--- config.mk ---
export PLATFORM = sky130hd
export DESIGN_NAME = lps_ctrl
export DESIGN_NICKNAME = d
export VERILOG_FILES = /design/src/logic/lps_pkg.sv /design/src/logic/lps_ctrl.sv
export SDC_FILE = /design/constraint.sdc
export NUM_CORES = 1
export LEC_CHECK = 0
export BUFFER_PORTS_ARGS = -buffer_cell sky130_fd_sc_hd__buf_2
export CORE_MARGIN = 3
export CORE_UTILIZATION = 35
export DETAILED_ROUTE_END_ITERATION = 16
export GPL_TIMING_DRIVEN = 0
export PLACE_DENSITY = 0.53
export SYNTH_ARGS = -nofsm -noshare
export SYNTH_HDL_FRONTEND = slang
export SYNTH_SLANG_ARGS = --single-unit
--- constraint.sdc ---
create_clock -name clk_sys -period 3.8 [get_ports clk_sys]
set_input_delay 0.57 -clock clk_sys [delete_from_list [all_inputs] [get_ports clk_sys]]
set_output_delay 0.57 -clock clk_sys [all_outputs]
set_load 0.02 [all_outputs]
--- src/logic/lps_pkg.sv ---
// Constants and types for the low-power SDRAM host controller
package lps_pkg;

// ----------------------------------------------------------------
// Clock and time conversion
// ----------------------------------------------------------------
localparam int CLK_NS = 5;

// Least times round up
function automatic int ns_min(input int ns);
    int c;
    c = (ns + CLK_NS - 1) / CLK_NS;
    return (c < 1) ? 1 : c;
endfunction

// Longest times round down
function automatic int ns_max(input int ns);
    int c;
    c = ns / CLK_NS;
    return (c < 1) ? 1 : c;
endfunction

// ----------------------------------------------------------------
// Device timing
// ----------------------------------------------------------------
localparam int T_INIT_US = 200;
localparam int T_RAS_NS = 48;
localparam int T_RAS_MAX_NS = 100000;
localparam int T_RC_NS = 60;
localparam int T_RCD_NS = 18;
localparam int T_RRD_NS = 12;
localparam int T_RP_NS = 18;
localparam int T_RFC_NS = 80;
localparam int T_XSR_NS = 80;
localparam int T_REF_MS = 64;
localparam int REF_ROWS = 4096;
localparam int T_REFI_NS = T_REF_MS * 1000000 / REF_ROWS;
localparam int C_MRD = 2;
localparam int C_DPL = 2;
localparam int C_DAL = 5;
localparam int CAS_LAT = 3;

localparam int INIT_CYC = ns_min(T_INIT_US * 1000);
localparam int RAS_MAX_CYC = ns_max(T_RAS_MAX_NS);
localparam int REFI_CYC = ns_max(T_REFI_NS);

// ----------------------------------------------------------------
// Counter widths and loads (load is count minus one)
// ----------------------------------------------------------------
localparam int TW = 5;
localparam int WW = 16;
localparam int RW = 12;
localparam int NBANK = 4;
localparam int A10_BIT = 10;

localparam logic [TW-1:0] L_RC = TW'(ns_min(T_RC_NS) - 1);
localparam logic [TW-1:0] L_RAS = TW'(ns_min(T_RAS_NS) - 1);
localparam logic [TW-1:0] L_RCD = TW'(ns_min(T_RCD_NS) - 1);
localparam logic [TW-1:0] L_RRD = TW'(ns_min(T_RRD_NS) - 1);
localparam logic [TW-1:0] L_DPL = TW'(C_DPL - 1);
localparam logic [TW-1:0] L_DAL = TW'(C_DAL - 1);
localparam logic [WW-1:0] L_RP = WW'(ns_min(T_RP_NS) - 1);
localparam logic [WW-1:0] L_RFC = WW'(ns_min(T_RFC_NS) - 1);
localparam logic [WW-1:0] L_MRD = WW'(C_MRD - 1);
localparam logic [WW-1:0] L_SRMIN = WW'(ns_min(T_RAS_NS) - 1);
localparam logic [WW-1:0] L_XSR = WW'(ns_min(T_XSR_NS) - 1);
localparam logic [RW-1:0] RST_REF = RW'(REFI_CYC - 1);

// Burst length one, sequential, CAS latency in A6..A4
localparam logic [11:0] MODE_WORD = {5'h00, 3'(CAS_LAT), 4'h0};

function automatic logic [TW-1:0] tdec(input logic [TW-1:0] x);
    return (x == '0) ? x : x - TW'(1);
endfunction

// ----------------------------------------------------------------
// Types
// ----------------------------------------------------------------
// Encoded as {cs_n, ras_n, cas_n, we_n}
typedef enum logic [3:0] {
    CMD_MRS = 4'h0, CMD_REF = 4'h1, CMD_PRE = 4'h2, CMD_ACT = 4'h3,
    CMD_WR = 4'h4, CMD_RD = 4'h5, CMD_NOP = 4'h7
} lps_cmd_t;

typedef enum logic [3:0] {
    S_PWRUP = 4'h0, S_REF = 4'h1, S_MRS = 4'h3, S_IDLE = 4'h2,
    S_RW = 4'h6, S_PRE = 4'h7, S_SREF = 4'ha, S_SRX = 4'hb
} lps_st_t;

typedef struct packed {
    logic write;
    logic [1:0] bank;
    logic [11:0] row;
    logic [8:0] col;
    logic [31:0] wdata;
    logic [3:0] mask;
} lps_req_t;

typedef struct packed {
    logic cke;
    lps_cmd_t cmd;
    logic [1:0] ba;
    logic [11:0] addr;
    logic [3:0] dqm;
} lps_pins_t;

typedef struct packed {
    logic [TW-1:0] rc;
    logic [TW-1:0] ras;
    logic [TW-1:0] rcd;
    logic [TW-1:0] dal;
    logic [TW-1:0] dpl;
} lps_btmr_t;

typedef struct packed {
    lps_st_t st;
    logic [WW-1:0] wait_cnt;
    logic [RW-1:0] ref_cnt;
    logic [1:0] owed;
    logic init_done;
    logic [TW-1:0] trrd;
    lps_btmr_t [NBANK-1:0] bt;
    logic [1:0] bank;
    logic write;
    lps_pins_t pins;
    logic [31:0] dq_o;
    logic dq_oe;
    logic [CAS_LAT:0] rd_pipe;
    logic [31:0] rd_data;
    logic rd_valid;
} lps_state_t;

endpackage

--- src/logic/lps_ctrl.sv ---
// Host-side command sequencer for a four-bank low-power SDRAM
//
// Contract
// - Wait 200 us, then two refreshes
// - Overdue refresh repeats the two wake-ups
// - Only defined commands are ever driven
// - Row open between 48 ns and 100 us
// - Same-bank activates at least 60 ns apart
// - Column command 18 ns after activate
// - Activates to any banks 12 ns apart
// - Self-refresh exit waits 80 ns before activate
// - Column commands may come every cycle
// - Write data goes with write command
// - Write data to activate five cycles
// - Write data to precharge two cycles
// - Burst stop one cycle after data (none is issued: bursts are single word)
// - 4096 refreshes every 64 ms
// - Nanosecond minimums round up to cycles, maximums round down
// - Mode load to activate two cycles
`timescale 1ns/1ps
module lps_ctrl
    import lps_pkg::*;
#(
    parameter int INIT_CYCLES = INIT_CYC
) (
    input wire logic clk_sys,
    input wire logic rst_n,
    input wire logic req_valid,
    input wire lps_req_t req,
    output logic req_ready,
    output logic [31:0] rd_data,
    output logic rd_valid,
    input wire logic sref_req,
    output logic sref_active,
    output logic init_done,
    output lps_pins_t pins,
    output logic [31:0] dq_o,
    output logic dq_oe,
    input wire logic [31:0] dq_in
);

// ----------------------------------------------------------------
// State
// ----------------------------------------------------------------
lps_state_t q;
lps_state_t d;
lps_btmr_t [NBANK-1:0] bt_dec;
logic [NBANK-1:0] bank_ok;
logic [8:0] req_col_q;
logic [3:0] mask_q;

// ----------------------------------------------------------------
// Per-bank timers
// ----------------------------------------------------------------
for (genvar b = 0; b < NBANK; b++) begin : g_bank
    assign bt_dec[b].rc = tdec(q.bt[b].rc);
    assign bt_dec[b].ras = tdec(q.bt[b].ras);
    assign bt_dec[b].rcd = tdec(q.bt[b].rcd);
    assign bt_dec[b].dal = tdec(q.bt[b].dal);
    assign bt_dec[b].dpl = tdec(q.bt[b].dpl);
    // Activate gate: row cycle and write-to-activate done
    assign bank_ok[b] = (q.bt[b].rc == '0) && (q.bt[b].dal == '0);
end

// Closed page: every access is activate, one column command, precharge
assign req_ready = (q.st == S_IDLE) && (q.wait_cnt == '0) &&
                   (q.owed == 2'h0) && !sref_req &&
                   bank_ok[req.bank] && (q.trrd == '0);

// ----------------------------------------------------------------
// Next state
// ----------------------------------------------------------------
always_comb begin
    d = q;
    d.pins.cmd = CMD_NOP;
    d.pins.dqm = 4'h0;
    d.dq_oe = 1'b0;
    d.rd_valid = 1'b0;
    d.rd_pipe = {q.rd_pipe[CAS_LAT-1:0], 1'b0};
    if (q.rd_pipe[CAS_LAT]) begin
        d.rd_data = dq_in;
        d.rd_valid = 1'b1;
    end
    if (q.wait_cnt != '0) begin
        d.wait_cnt = q.wait_cnt - WW'(1);
    end
    d.trrd = tdec(q.trrd);
    d.bt = bt_dec;
    case (q.st)
        S_PWRUP: begin
            // Power-up pause, then close all banks
            if (q.wait_cnt == '0) begin
                d.pins.cmd = CMD_PRE;
                d.pins.addr = 12'h000;
                d.pins.addr[A10_BIT] = 1'b1;
                d.wait_cnt = L_RP;
                d.owed = 2'h2;
                d.st = S_REF;
            end
        end

        S_REF: begin
            if (q.wait_cnt == '0) begin
                if (q.owed != 2'h0) begin
                    d.pins.cmd = CMD_REF;
                    d.owed = q.owed - 2'h1;
                    d.wait_cnt = L_RFC;
                end else if (q.init_done) begin
                    d.st = S_IDLE;
                end else begin
                    d.st = S_MRS;
                end
            end
        end

        S_MRS: begin
            d.pins.cmd = CMD_MRS;
            d.pins.ba = 2'h0;
            d.pins.addr = MODE_WORD;
            d.wait_cnt = L_MRD;
            d.init_done = 1'b1;
            d.st = S_IDLE;
        end

        S_IDLE: begin
            // Idle waits out precharge and mode-load spacing
            if (q.wait_cnt == '0) begin
                if (q.owed != 2'h0) begin
                    d.st = S_REF;
                end else if (sref_req) begin
                    d.pins.cmd = CMD_REF;
                    d.pins.cke = 1'b0;
                    d.wait_cnt = L_SRMIN;
                    d.st = S_SREF;
                end else if (req_valid && req_ready) begin
                    d.pins.cmd = CMD_ACT;
                    d.pins.ba = req.bank;
                    d.pins.addr = req.row;
                    d.bank = req.bank;
                    d.write = req.write;
                    d.dq_o = req.wdata;
                    d.pins.dqm = 4'h0;
                    d.bt[req.bank].rc = L_RC;
                    d.bt[req.bank].ras = L_RAS;
                    d.bt[req.bank].rcd = L_RCD;
                    d.trrd = L_RRD;
                    d.st = S_RW;
                end
            end
        end

        S_RW: begin
            if (q.bt[q.bank].rcd == '0) begin
                d.pins.ba = q.bank;
                d.pins.addr = {3'h0, req_col_q};
                if (q.write) begin
                    d.pins.cmd = CMD_WR;
                    d.dq_oe = 1'b1;
                    d.pins.dqm = mask_q;
                    d.bt[q.bank].dpl = L_DPL;
                    d.bt[q.bank].dal = L_DAL;
                end else begin
                    d.pins.cmd = CMD_RD;
                    d.rd_pipe[0] = 1'b1;
                end
                d.st = S_PRE;
            end
        end

        S_PRE: begin
            // Single word bursts end alone, so no burst stop is needed
            if ((q.bt[q.bank].ras == '0) &&
                (q.bt[q.bank].dpl == '0)) begin
                d.pins.cmd = CMD_PRE;
                d.pins.ba = q.bank;
                d.pins.addr = 12'h000;
                d.wait_cnt = L_RP;
                d.st = S_IDLE;
            end
        end

        S_SREF: begin
            // Device refreshes itself, so nothing is owed here
            d.owed = 2'h0;
            if ((q.wait_cnt == '0) && !sref_req) begin
                d.pins.cke = 1'b1;
                d.wait_cnt = L_XSR;
                d.st = S_SRX;
            end
        end

        S_SRX: begin
            if (q.wait_cnt == '0) begin
                d.st = S_IDLE;
            end
        end

        default: begin
            d.st = S_PWRUP;
        end
    endcase

    // Tick applied after consumption so a tick is not lost to a same-cycle refresh; owed saturates at two and ticks in S_SREF are dropped
    if (q.ref_cnt == '0) begin
        d.ref_cnt = RST_REF;
        if (q.st != S_SREF) begin
            d.owed = (d.owed == 2'h0) ? 2'h1 : 2'h2;
        end
    end else begin
        d.ref_cnt = q.ref_cnt - RW'(1);
    end
end

// ----------------------------------------------------------------
// Request column and mask hold
// ----------------------------------------------------------------
// Held outside the state word: only the accepted request's copy matters

always_ff @(posedge clk_sys) begin
    if (!rst_n) begin
        req_col_q <= 9'h000;
        mask_q <= 4'h0;
    end else if (req_valid && req_ready) begin
        req_col_q <= req.col;
        mask_q <= req.mask;
    end
end

// ----------------------------------------------------------------
// Registers
// ----------------------------------------------------------------
always_ff @(posedge clk_sys) begin
    if (!rst_n) begin
        q <= '0;
        q.st <= S_PWRUP;
        q.wait_cnt <= WW'(INIT_CYCLES - 1);
        q.ref_cnt <= RST_REF;
        q.pins.cke <= 1'b1;
        q.pins.cmd <= CMD_NOP;
    end else begin
        q <= d;
    end
end

// ----------------------------------------------------------------
// Outputs
// ----------------------------------------------------------------
assign pins = q.pins;
assign dq_o = q.dq_o;
assign dq_oe = q.dq_oe;
assign rd_data = q.rd_data;
assign rd_valid = q.rd_valid;
assign init_done = q.init_done;
assign sref_active = (q.st == S_SREF);

endmodule

Yosys cells after proc, flatten, opt, wreduce, memory -nomap -nowiden --
Index checks and enable logic that the tools add are counted.
Storage, ports and cells: input port bits 96, bits in registers 249, logic and storage cells 243
Operators by class: magnitude comparators 4, $add $sub $neg 24, equal/unequal tests 21, reductions and logical operators 56, bitwise gates (word level) 3, multiplexer cells 94
Operators by type and width (count):
- $bwmux W100 | 5
- $mux W163 | 2
- $demux W25 S2 | 5
- $mux W108 | 2
- $mux W100 | 2
- $pmux W100 S2 | 1
- $mux W20 | 7
- $logic_not A5 Y1 | 24
- $mux W5 | 23
- $sub A5 B1 Y5 const B | 21
- $pmux W16 S6 | 1
- $mux W16 | 4
- $pmux W12 S5 | 1
- $mux W53 | 1
- $bmux W25 S2 | 1
- $mux W50 | 1
- $pmux W4 S8 | 1
- $mux W4 | 7
- $mux W25 | 1
- $pmux W4 S6 | 1
- $mux W22 | 1
- $ne A2 B2 Y1 const B | 9
- $mux W17 | 1
- $logic_not A16 Y1 | 1
- other kinds (39) | 79

Longest topological paths before layout --
Gate-level depths: netlist (run 1).
word-level depth 12, depth in mapped cells 12

Worst setup path before layout (run 1) --
OpenSTA, ideal clock, no wires.
path type in2reg, start point input req[57] (netlist name), end point register q[168] (netlist name), slack 1.097 ns, data arrival time 2.559 ns, data required time 3.656 ns, stages on the path 9, cell sequence clkbuf_1 -> inv_1 -> or4_1 -> nand4_1 -> nand4_4 -> nor3_4 -> nand2b_1 -> buf_4 -> nor3_1
On the way: longest elaborated chain between the ends 12, elaborated cells on any way between the ends 20, classes of those cells order compare (2); mux (14); reduce/logical (4)
RTL lines:
- start: declaration | line lps_ctrl.sv:29 | input wire lps_req_t req,
- $lt A2 B3 Y1 (not written as such) / $ge A2 B1 Y1 (equally long branches) | line lps_ctrl.sv:143 | d.bt[req.bank].rc = L_RC;
- $logic_and A1 B1 Y1 (not written as such) | line lps_ctrl.sv:143
- $mux W25 (not written as such) | line lps_ctrl.sv:143
- $demux W25 S2 | line lps_ctrl.sv:143
- $bwmux W100 | line lps_ctrl.sv:143
- $bwmux W100 | line lps_ctrl.sv:144 | d.bt[req.bank].ras = L_RAS;
- $bwmux W100 | line lps_ctrl.sv:145 | d.bt[req.bank].rcd = L_RCD;
- $mux W108 * | line lps_ctrl.sv:135 | end else if (req_valid && req_ready) begin
- $mux W108 * | line lps_ctrl.sv:130 | end else if (sref_req) begin
- $mux W163 * | line lps_ctrl.sv:128 | if (q.owed != 2'h0) begin
- $mux W163 * | line lps_ctrl.sv:127 | if (q.wait_cnt == '0) begin
- $pmux W100 S2 * | line lps_ctrl.sv:89 | case (q.st)
- end: declaration | line lps_ctrl.sv:45 | lps_state_t q;
Mark *: on every way between the ends. The rest lies on a longest branch, timed or not. The select of a mux whose other input is x is not followed. A chain may end at the register's enable or synchronous reset.

Worst setup path in the final report (run 1) --
start point register q[235] (netlist name), end point output req_ready
On the way: longest elaborated chain between the ends 6
RTL lines:
- $eq A4 B2 Y1 | line lps_ctrl.sv:66 | assign req_ready = (q.st == S_IDLE) && (q.wait_cnt == '0) &&
- $logic_and A1 B1 Y1 (2 in series) | line lps_ctrl.sv:66
- $logic_and A1 B1 Y1 (2 in series) | line lps_ctrl.sv:67 | (q.owed == 2'h0) && !sref_req &&
- $logic_and A1 B1 Y1 | line lps_ctrl.sv:68 | bank_ok[req.bank] && (q.trrd == '0);
- end: declaration | line lps_ctrl.sv:30 | output logic req_ready,
No other way between the ends.

==> run_results.csv, run 1 <==
group,metric,value,unit
critical_path,required,3.23,ns
cts,cts-root-buf,"clkbuf_16",
detailed_routing,vias_per_cell,4.70,
floorplanning,die_h,187,um
synthesis,synth_area_per_cell,8.33,um2
detailed_routing,drt-initial-drc-count,410,
grt,grt_busiest_layer,"met2",
place,postPlaceCellArea,0.0129,mm2
synthesis,synth_edf_count,0,
sta,tns,0,ns
critical_path,path_cells,"clkbuf_1, nor2_1, nand3_1, nor3_1, o2111a_1, buf_2",
synthesis,synthCells,1370,
critical_path,crit_family,"simple AND/OR/NAND/NOR gates",
sta,min_period,3.45,ns
synthesis,ys.flop_type,"dfxtp_1",
sta,worst_pin_slew,0.849,ns
grt,use_met2,28.2,%
grt,track_usage,15.9,%
detailed_routing,final_antenna_net_count,0,
detailed_routing,drt_pass1_iterations,7,
synthesis,yosys.area.top_type,"dfxtp_1",
cts,ctsResizeCount,0,
critical_path,cp.buffers_inverters,2,
final_layout,final_nets,1714,
synthesis,ys_top_cells_by_area,"dfxtp_1, nor2_1, nand2_1",
synthesis,synth_nets,1499,
sta,rsz0062_at_grt,"false",
grt,grt_pass1_wl,46900,um
worst_hold_path,min_from,"dq_in[10]",
place,io_buffers,185,
grt,grt_antenna_before_repair,3,
place,place_worst_setup_slack,0.483,ns
grt,grt_max_degree,14,
pwr,vdd_drop_max,0.000302,V
synthesis,yosysMostFrequentCell,"dfxtp_1",
critical_path,end_kind,"output port",
place,gp_congestion,0.862,
synthesis,yosys_warnings,0,
synthesis,synth_area,0.0114,mm2
synthesis,ys_seq_area_share,43.5,%
cts,insertion_delay,0.53,ns
worst_hold_path,min_path_type,"input port to flop",
floorplanning,core,0.0319,mm2
sta,slew_headroom,42.9,%
final_layout,area_growth,20.6,%
synthesis,synth_common_cells,"dfxtp_1, nor2_1, nand2_1",
floorplanning,die-area,0.0348,mm2
critical_path,critical_path_arrival,2.88,ns
detailed_routing,wire_per_inst,14.0,um
floorplanning,io_pins,188,
synthesis,ys_seq_elements,248,
floorplanning,rows,65,
critical_path,slowest_delay,0.48,ns
cts,cts_tree,"built",
critical_path,timing.critical_path.from,"q[235]$_SDFFE_PN0P_",
cts,cts_buffers,28,
sta,setup_viol,0,
sta,period_share,90.7,%
grt,grt_pass1_vias,9260,
critical_path,crit_fanout,10,
sta,fin_ws,0.352,ns
sta,clock-skew-final,0.00785,ns
critical_path,setup.worst_path.class,"flop to output port",
sta,slew_viol_final,0,
grt,grt_util_met3,3.06,%
cts,cts_hold_buf,0,
detailed_routing,drcViolationCount,0,
grt,grt-ovfl-total,0,
critical_path,start_kind,"flop",
synthesis,async_flop_share,0,%
sta,finalHoldViolCount,0,
critical_path,cpMaxStageDelayCell,"nor2_1",
grt,use_met1,20.0,%
detailed_routing,vias,9595,
synthesis,synth_top_area_share,43.5,%
run_status,status,"finished clean",
critical_path,r2r-start,"q[232]$_SDFFE_PN0P_",
floorplanning,dieWidth,187,um
cts,cts_max_level,1,
cts,clock-sinks,248,
cts,clockBufferDepth,3,
pwr,p_per_area,640,mW/mm2
final_layout,design_area,0.0138,mm2
cts,post-cts-setup-buffers,0,
place,dp_hpwl,21000,um
flow_run,drv_cap,0,
floorplanning,initial_core_util,35.8,%
final_layout,drive_gt1_share,21.3,%
synthesis,synth_cell_types,64,
detailed_routing,totalWireLength,28500,um
pwr,p_leak,5.77,nW
cts,clkSlewWorstSetupHoldPaths,0.06,ns
sta,max_freq,290,MHz
==> flip-flops by register name, indices dropped and copies added (netlist names), 3 cells and up <==
name / flops
q: 143
dq_o: 32
rd_data: 32
pins: 22
req_col_q: 9
mask_q: 4
d: 3
==> layer usage <==
layer  up-vias  share of wire (%)
li1       4930                  -
met5         -              0.046
met2       202                 48
met3        45                5.2
met1      4416                 45
met4         2                2.0
==> layout by cell type, fill, tap and decap left out, types with 3 or more instances in the layout <==
master	n
dfxtp_1	248
nor2_1	212
buf_2	194
nand2_1	190
a21oi_1	97
buf_4	89
xnor2_1	64
nor3_1	59
clkbuf_1	57
inv_1	53
mux2i_1	39
ha_1	33
clkbuf_16	29
o21ai_0	19
or3_1	16
nor4_1	14
xor2_1	14
a22oi_1	13
nand3_1	12
nand2b_1	12
and2_1	10
nand4_1	9
o31a_1	8
nor2b_1	7
a211oi_1	7
o21a_1	7
a31oi_1	7
clkbuf_8	7
or4_1	6
nor3b_1	5
nor4b_1	5
nor4b_2	5
or4b_1	4
buf_1	3
a221oi_1	3
nor3_4	3
o211ai_1	3
clkinv_2	3
==> tightest hold or removal path, cell delays in order <==
cell     delay, ns
buf_2         0.07
mux2i_1       0.05
nor2_1        0.07
==> path summary, 6_finish.rpt <==
check,end,slack [ns],cells after the start
worst max-delay path,req_ready,0.35,6
worst min-delay path,rd_data[10]$_SDFFE_PN0P_,0.27,3
worst min register to register,q[36]$_SDFF_PN0_,0.43,1
worst max register to register,q[109]$_SDFF_PN0_,0.51,9
==> where the power goes <==
part | switching [mW] | internal, mW | total, mW | leakage [nW]
Combinational | 1.49 | 1.29 | 2.78 | 3.31
Clock | 1.06 | 1.53 | 2.59 | 0.435
Sequential | 0.393 | 3.05 | 3.44 | 2.02
==> area by class of cell <==
type                    instances  area, um2
flip-flops and latches        248       4960
plain buffers                 149        905
inverters                      55        206
well taps                     435        544
fillers                      3305      18100
clock inverters                 4       23.8
diodes                          2       5.00
repair buffers                185        926
multi-input cells             918       5330
clock buffers                  45        856
==> metrics by stage <==
| stage | std cells | hold WS [ns] | util, % | power [mW] |
|---|---|---|---|---|
| 6_report | 2041 | 0.273 | 43.2 | 8.82 |
| 5_1_grt | 2041 | 0.266 | 43.2 | 9.50 |
| 4_1_cts | 2039 | 0.250 | 43.2 | 8.93 |
| 3_5_place_dp | 1990 | 0.419 | 40.4 | 6.28 |
| 3_3_place_gp | 1990 | 0.414 | 40.4 | 6.21 |
| 2_1_floorplan | 1370 | 0.412 | - | 5.72 |
==> kinds of logic after synthesis <==
kind of cell / Yosys count / synth area share, %
DFF: 248 / 43.5
AOI/OAI and AO/OA: 188 / 10.2
and+or+nand+nor: 579 / 23.5
muxes: 39 / 3.42
other: 1 / 0.0329
buffers and inverters: 204 / 9.74
adders and majority gates: 33 / 3.62
xor gates and xnor gates: 78 / 5.99
No activity file was read; power rests on OpenSTA's default activity.
==> inputs of run 2 (changes only) <==
Settings changed: CORE_UTILIZATION 35 to 25, PLACE_DENSITY 0.53 to 0.51.
==> run 2 against run 1 <==
Compared with the run above:
- critical path depth stayed put
- setup slack better by 0.027 ns
- worst hold slack worse by 0.017 ns
- global-route usage is 4.1 points lower
- routed wire length is 4.3% higher
- highest routed layer unchanged
- first-iteration DRC count is 16% higher
- via count is 0.23% higher
- sequential share of layout area is 0.77 points lower
- count of clock-buffer cells in the layout is 6 lower
- final area is 2.2% higher
- sequential cell count stayed put
- die area is 39% higher
==> run_results.csv, run 2 (synthesized netlist as in run 1, its figures left out) <==
group,metric,value,unit
grt,grt_util_met3,2.52,%
floorplanning,dieWidth,220,um
run_status,status,"finished clean",
sta,hold_slack,0.256,ns
final_layout,design_area,0.0141,mm2
sta,rsz0062_at_grt,"false",
cts,cts_buffers,28,
floorplanning,initial_core_util,25.6,%
final_layout,final_nets,1714,
cts,cts_max_level,1,
floorplanning,die-area,0.0482,mm2
sta,slew_viol_final,0,
cts,insertion_delay,0.56,ns
floorplanning,core,0.0446,mm2
final_layout,drive_gt1_share,21.6,%
critical_path,slowest_delay,0.48,ns
sta,finalHoldViolCount,0,
cts,clockBufferDepth,3,
final_layout,final_common_cell,"dfxtp_1",
critical_path,r2r_end,"q[113]$_SDFF_PN0_",
place,io_buffers,185,
final_layout,top_register,"q",
pwr,p_per_area,646,mW/mm2
critical_path,end_kind,"output port",
grt,grt-ovfl-total,0,
cts,ctsResizeCount,0,
place,dp_hpwl,22300,um
place,gp_congestion,0.821,
sta,tns,0,ns
final_layout,n_antenna_cell,0,
sta,setup_viol,0,
floorplanning,rows,77,
grt,grt_busiest_layer,"met2",
critical_path,r2r-start,"q[232]$_SDFFE_PN0P_",
grt,grt_pass1_vias,9132,
grt,grt_antenna_before_repair,2,
grt,use_met1,16.0,%
cts,clkSlewWorstSetupHoldPaths,0.06,ns
worst_hold_path,holdPathStages,3,
critical_path,cpMaxStageDelayCell,"nor3_1",
pwr,p_leak,5.82,nW
detailed_routing,totalWireLength,29800,um
worst_hold_path,hold_path_end,"mask_q[1]$_SDFFE_PN0N_",
sta,worst_pin_slew,0.939,ns
critical_path,worst-r2r-setup-slack,0.50,ns
place,postPlaceCellArea,0.0131,mm2
grt,track_usage,11.8,%
sta,period_share,90.0,%
sta,slew_headroom,37.2,%
final_layout,layout_common_cells,"dfxtp_1, nor2_1, buf_2",
critical_path,required,3.23,ns
detailed_routing,drcViolationCount,0,
sta,min_period,3.42,ns
sta,fin_ws,0.379,ns
critical_path,setup.worst_path.class,"flop to output port",
critical_path,cp.buffers_inverters,2,
critical_path,crit_fanout,10,
detailed_routing,vias,9617,
detailed_routing,drt_pass1_iterations,5,
detailed_routing,vias_per_cell,4.38,
critical_path,critical_path_arrival,2.85,ns
final_layout,area_growth,23.3,%
floorplanning,die_h,220,um
cts,cts-root-buf,"clkbuf_16",
detailed_routing,drt-initial-drc-count,477,
final_layout,largest_register_ffs,143,
pwr,vdd_drop_max,0.000332,V
critical_path,reg2reg_depth,9,
worst_hold_path,min_path_type,"input port to flop",
cts,cts_hold_buf,0,
floorplanning,io_pins,188,
sta,clock-skew-final,0.0274,ns
grt,use_met2,19.4,%
cts,cts_tree,"built",
critical_path,path_cells,"clkbuf_1, nor2_1, nand3_1, nor3_1, o2111a_1, buf_2",
detailed_routing,wire_per_inst,13.5,um
sta,max_freq,292,MHz
critical_path,start_kind,"flop",
flow_run,drv_cap,0,
detailed_routing,final_antenna_net_count,0,
grt,grt_max_degree,15,
cts,post-cts-setup-buffers,0,
cts,clock-sinks,248,
place,place_worst_setup_slack,0.462,ns
grt,grt_pass1_wl,47000,um
critical_path,crit_family,"simple AND/OR/NAND/NOR gates",
worst_hold_path,min_from,"req[1]",
-- run 2: changes by cell type in the layout (fill, tap and decap cells not counted) --
cell and change:
clkinv_8 +1, clkinvlp_4 +1, bufinv_16 +4, inv_6 +1, diode_2 -2, clkbuf_1 -5
clkbuf_16 -1
-- run 2: final cells by class --
type                       instances  area, um2
buffer                           149        905
clock buffer                      39        812
clock inverter                    11        176
fill                            4731      30500
inverter                          55        206
multi-input combinational        918       5330
sequential                       248       4960
tap                              592        741
timing repair buffer             185        926
-- run 2: worst reg2reg max path, stage by stage (launching register included) --
cell and delay [ns]:
dfxtp_1 0.30, clkbuf_1 0.21, nor4b_1 0.57, nand2_1 0.20, nor4_1 0.74, nand4_4 0.26, nor3_4 0.43, nand2b_1 0.16
buf_2 0.21, nor3_1 0.09
-- run 2: how the worst max path moves through the flow --
stage	start	endpoint	slack, ns	cells after the start
2_1_floorplan	req[57]	q[168]$_SDFF_PN0_	1.10	9
3_3_place_gp	req[57]	pins[20]$_SDFF_PN1_	0.52	7
3_5_place_dp	req[57]	pins[20]$_SDFF_PN1_	0.46	7
4_1_cts	q[235]$_SDFFE_PN0P_	req_ready	0.36	6
5_1_grt	q[235]$_SDFFE_PN0P_	req_ready	0.21	6
6_report	q[235]$_SDFFE_PN0P_	req_ready	0.38	6
-- run 2: per-stage QoR --
step | util, % | std cells | total power, mW
after floorplan | - | 1370 | 5.72
after global placement | 29.3 | 2147 | 6.22
after detailed placement | 29.3 | 2147 | 6.29
after CTS | 31.5 | 2197 | 9.22
after global routing | 31.5 | 2197 | 9.79
final | 31.5 | 2197 | 9.09
-- run 2: metal layers --
metal / up-vias / part of all wire (%)
li1: 4922 / -
met2: 171 / 46
met1: 4483 / 47
met4: 2 / 2.0
met3: 39 / 4.8
met5: - / 0.044
-- run 2: report_power, final --
group	leakage, nW	internal [mW]	switching (mW)
logic	3.31	1.29	1.50
clock network	0.484	1.76	1.10
registers	2.02	3.05	0.389
total	5.82	6.10	2.99
==> inputs of run 3 (changes only) <==
Settings changed: CELL_PAD_IN_SITES_DETAIL_PLACEMENT set to 2, CELL_PAD_IN_SITES_GLOBAL_PLACEMENT set to 2, PLACE_DENSITY 0.51 to 0.71.
==> run 3 against run 2 <==
Compared with the run above:
- sequential cell count unchanged
- maximum frequency decreased by 2.7%
- sequential power about the same
- utilization about the same
- register-to-register slack got worse by 0.15 ns
- final area about the same
- cell count about the same
- first-iteration DRC count decreased by 44%
- largest power group unchanged
==> run_results.csv, run 3 (synthesized netlist as in run 1, its figures left out) <==
group,metric,value,unit
floorplanning,initial_core_util,25.6,%
sta,worst_pin_slew,1.05,ns
cts,cts_buffers,30,
final_layout,design_area,0.0141,mm2
critical_path,path_cells,"clkbuf_1, nor2_1, nand3_1, nor3_1, o2111a_1, buf_2",
final_layout,final_nets,1716,
detailed_routing,drcViolationCount,0,
sta,hold_slack,0.245,ns
place,postPlaceCellArea,0.0131,mm2
sta,tns,0,ns
critical_path,crit_fanout,10,
detailed_routing,totalWireLength,36300,um
cts,cts_hold_buf,0,
detailed_routing,vias,10100,
sta,setup_viol,0,
grt,grt_max_degree,15,
sta,min_period,3.52,ns
final_layout,area_growth,23.3,%
sta,slew_viol_final,0,
worst_hold_path,min_path_type,"input port to flop",
critical_path,slowest_delay,0.49,ns
cts,clockBufferDepth,3,
final_layout,final_common_cell,"dfxtp_1",
detailed_routing,wire_per_inst,16.5,um
cts,clock-sinks,248,
pwr,p_per_area,665,mW/mm2
cts,post-cts-setup-buffers,0,
grt,grt-ovfl-total,0,
grt,grt_pass1_wl,57600,um
critical_path,crit_family,"simple AND/OR/NAND/NOR gates",
pwr,vdd_drop_max,0.000318,V
pwr,p_leak,5.82,nW
floorplanning,die_h,220,um
final_layout,top_register,"q",
pwr,power.total,9.35,mW
sta,slew_headroom,29.7,%
critical_path,end_kind,"output port",
grt,grt_antenna_before_repair,5,
sta,rsz0062_at_grt,"false",
critical_path,critical_path_arrival,2.95,ns
place,gp_congestion,0.803,
detailed_routing,final_antenna_net_count,0,
sta,max_freq,284,MHz
floorplanning,die-area,0.0482,mm2
sta,period_share,92.5,%
critical_path,start_kind,"flop",
grt,track_usage,14.7,%
floorplanning,io_pins,188,
detailed_routing,vias_per_cell,4.59,
detailed_routing,drt-initial-drc-count,268,
place,dp_hpwl,27600,um
place,io_buffers,185,
cts,cts_max_level,1,
flow_run,drv_cap,0,
cts,insertion_delay,0.57,ns
final_layout,drive_gt1_share,21.5,%
cts,cts_tree,"built",
floorplanning,core,0.0446,mm2
critical_path,setup.worst_path.class,"flop to output port",
run_status,status,"finished clean",
cts,clkSlewWorstSetupHoldPaths,0.06,ns
grt,grt_pass1_vias,10800,
floorplanning,rows,77,
cts,cts-root-buf,"clkbuf_16",
floorplanning,dieWidth,220,um
critical_path,cpMaxStageDelayCell,"nor3_1",
sta,clock-skew-final,0.0146,ns
final_layout,largest_register_ffs,143,
final_layout,layout_common_cells,"dfxtp_1, nor2_1, buf_2",
sta,finalHoldViolCount,0,
critical_path,required,3.23,ns
detailed_routing,drt_pass1_iterations,4,
cts,ctsResizeCount,0,
critical_path,cp.buffers_inverters,2,
==> run 3: changes by cell type in the layout (fill, tap and decap cells not counted), sizes merged <==
cell,change
clkinvlp,-1
diode,+3
inv,-2
clkinv,+2
==> run 3: per-layer routing <==
metal | global-route usage [%] | part of all wire (%) | vias up
met5 | 0 | 0.074 | -
met3 | 2.95 | 3.8 | 55
met1 | 17.7 | 43 | 4978
met2 | 27.0 | 51 | 125
li1 | - | - | 4925
met4 | 3.11 | 2.1 | 4
==> run 3: report_power, final <==
part           switching (mW)  leakage, nW  internal [mW]
Clock                    1.14        0.490           1.80
Combinational            1.65         3.31           1.30
Sequential              0.417         2.02           3.05
==> run 3: final timing paths <==
check                         startpoint                     end  slack, ns  cells past startpoint
hold / removal                   req[23]   dq_o[19]$_SDFFE_PN0P_       0.25                      3
setup / recovery     q[235]$_SDFFE_PN0P_               req_ready       0.28                      6
setup reg to reg     q[232]$_SDFFE_PN0P_       q[183]$_SDFF_PN0_       0.35                      9
hold reg to reg   mask_q[3]$_SDFFE_PN0N_  mask_q[3]$_SDFFE_PN0N_       0.45                      2
==> run 3: cell type report <==
type | count | area [um2]
sequential | 248 | 4960
antenna | 3 | 7.51
clock inverter | 10 | 154
tap | 592 | 741
fill | 5128 | 30500
multi-input combinational | 918 | 5330
clock buffer | 39 | 836
timing repair buffer | 185 | 926
inverter | 55 | 206
buffer | 149 | 905
==> run 3: through the flow <==
step | instances | util, % | setup slack, ns
6_report | 2199 | 31.5 | 0.285
5_1_grt | 2196 | 31.5 | 0.0855
4_1_cts | 2196 | 31.5 | 0.269
3_5_place_dp | 2147 | 29.3 | 0.371
3_3_place_gp | 2147 | 29.3 | 0.367
2_1_floorplan | 1370 | - | 1.10
==> run 3: tightest hold or removal path, cell delays in order <==
cell,delay [ns]
buf_2,0.09
nand2_1,0.04
a21oi_1,0.05
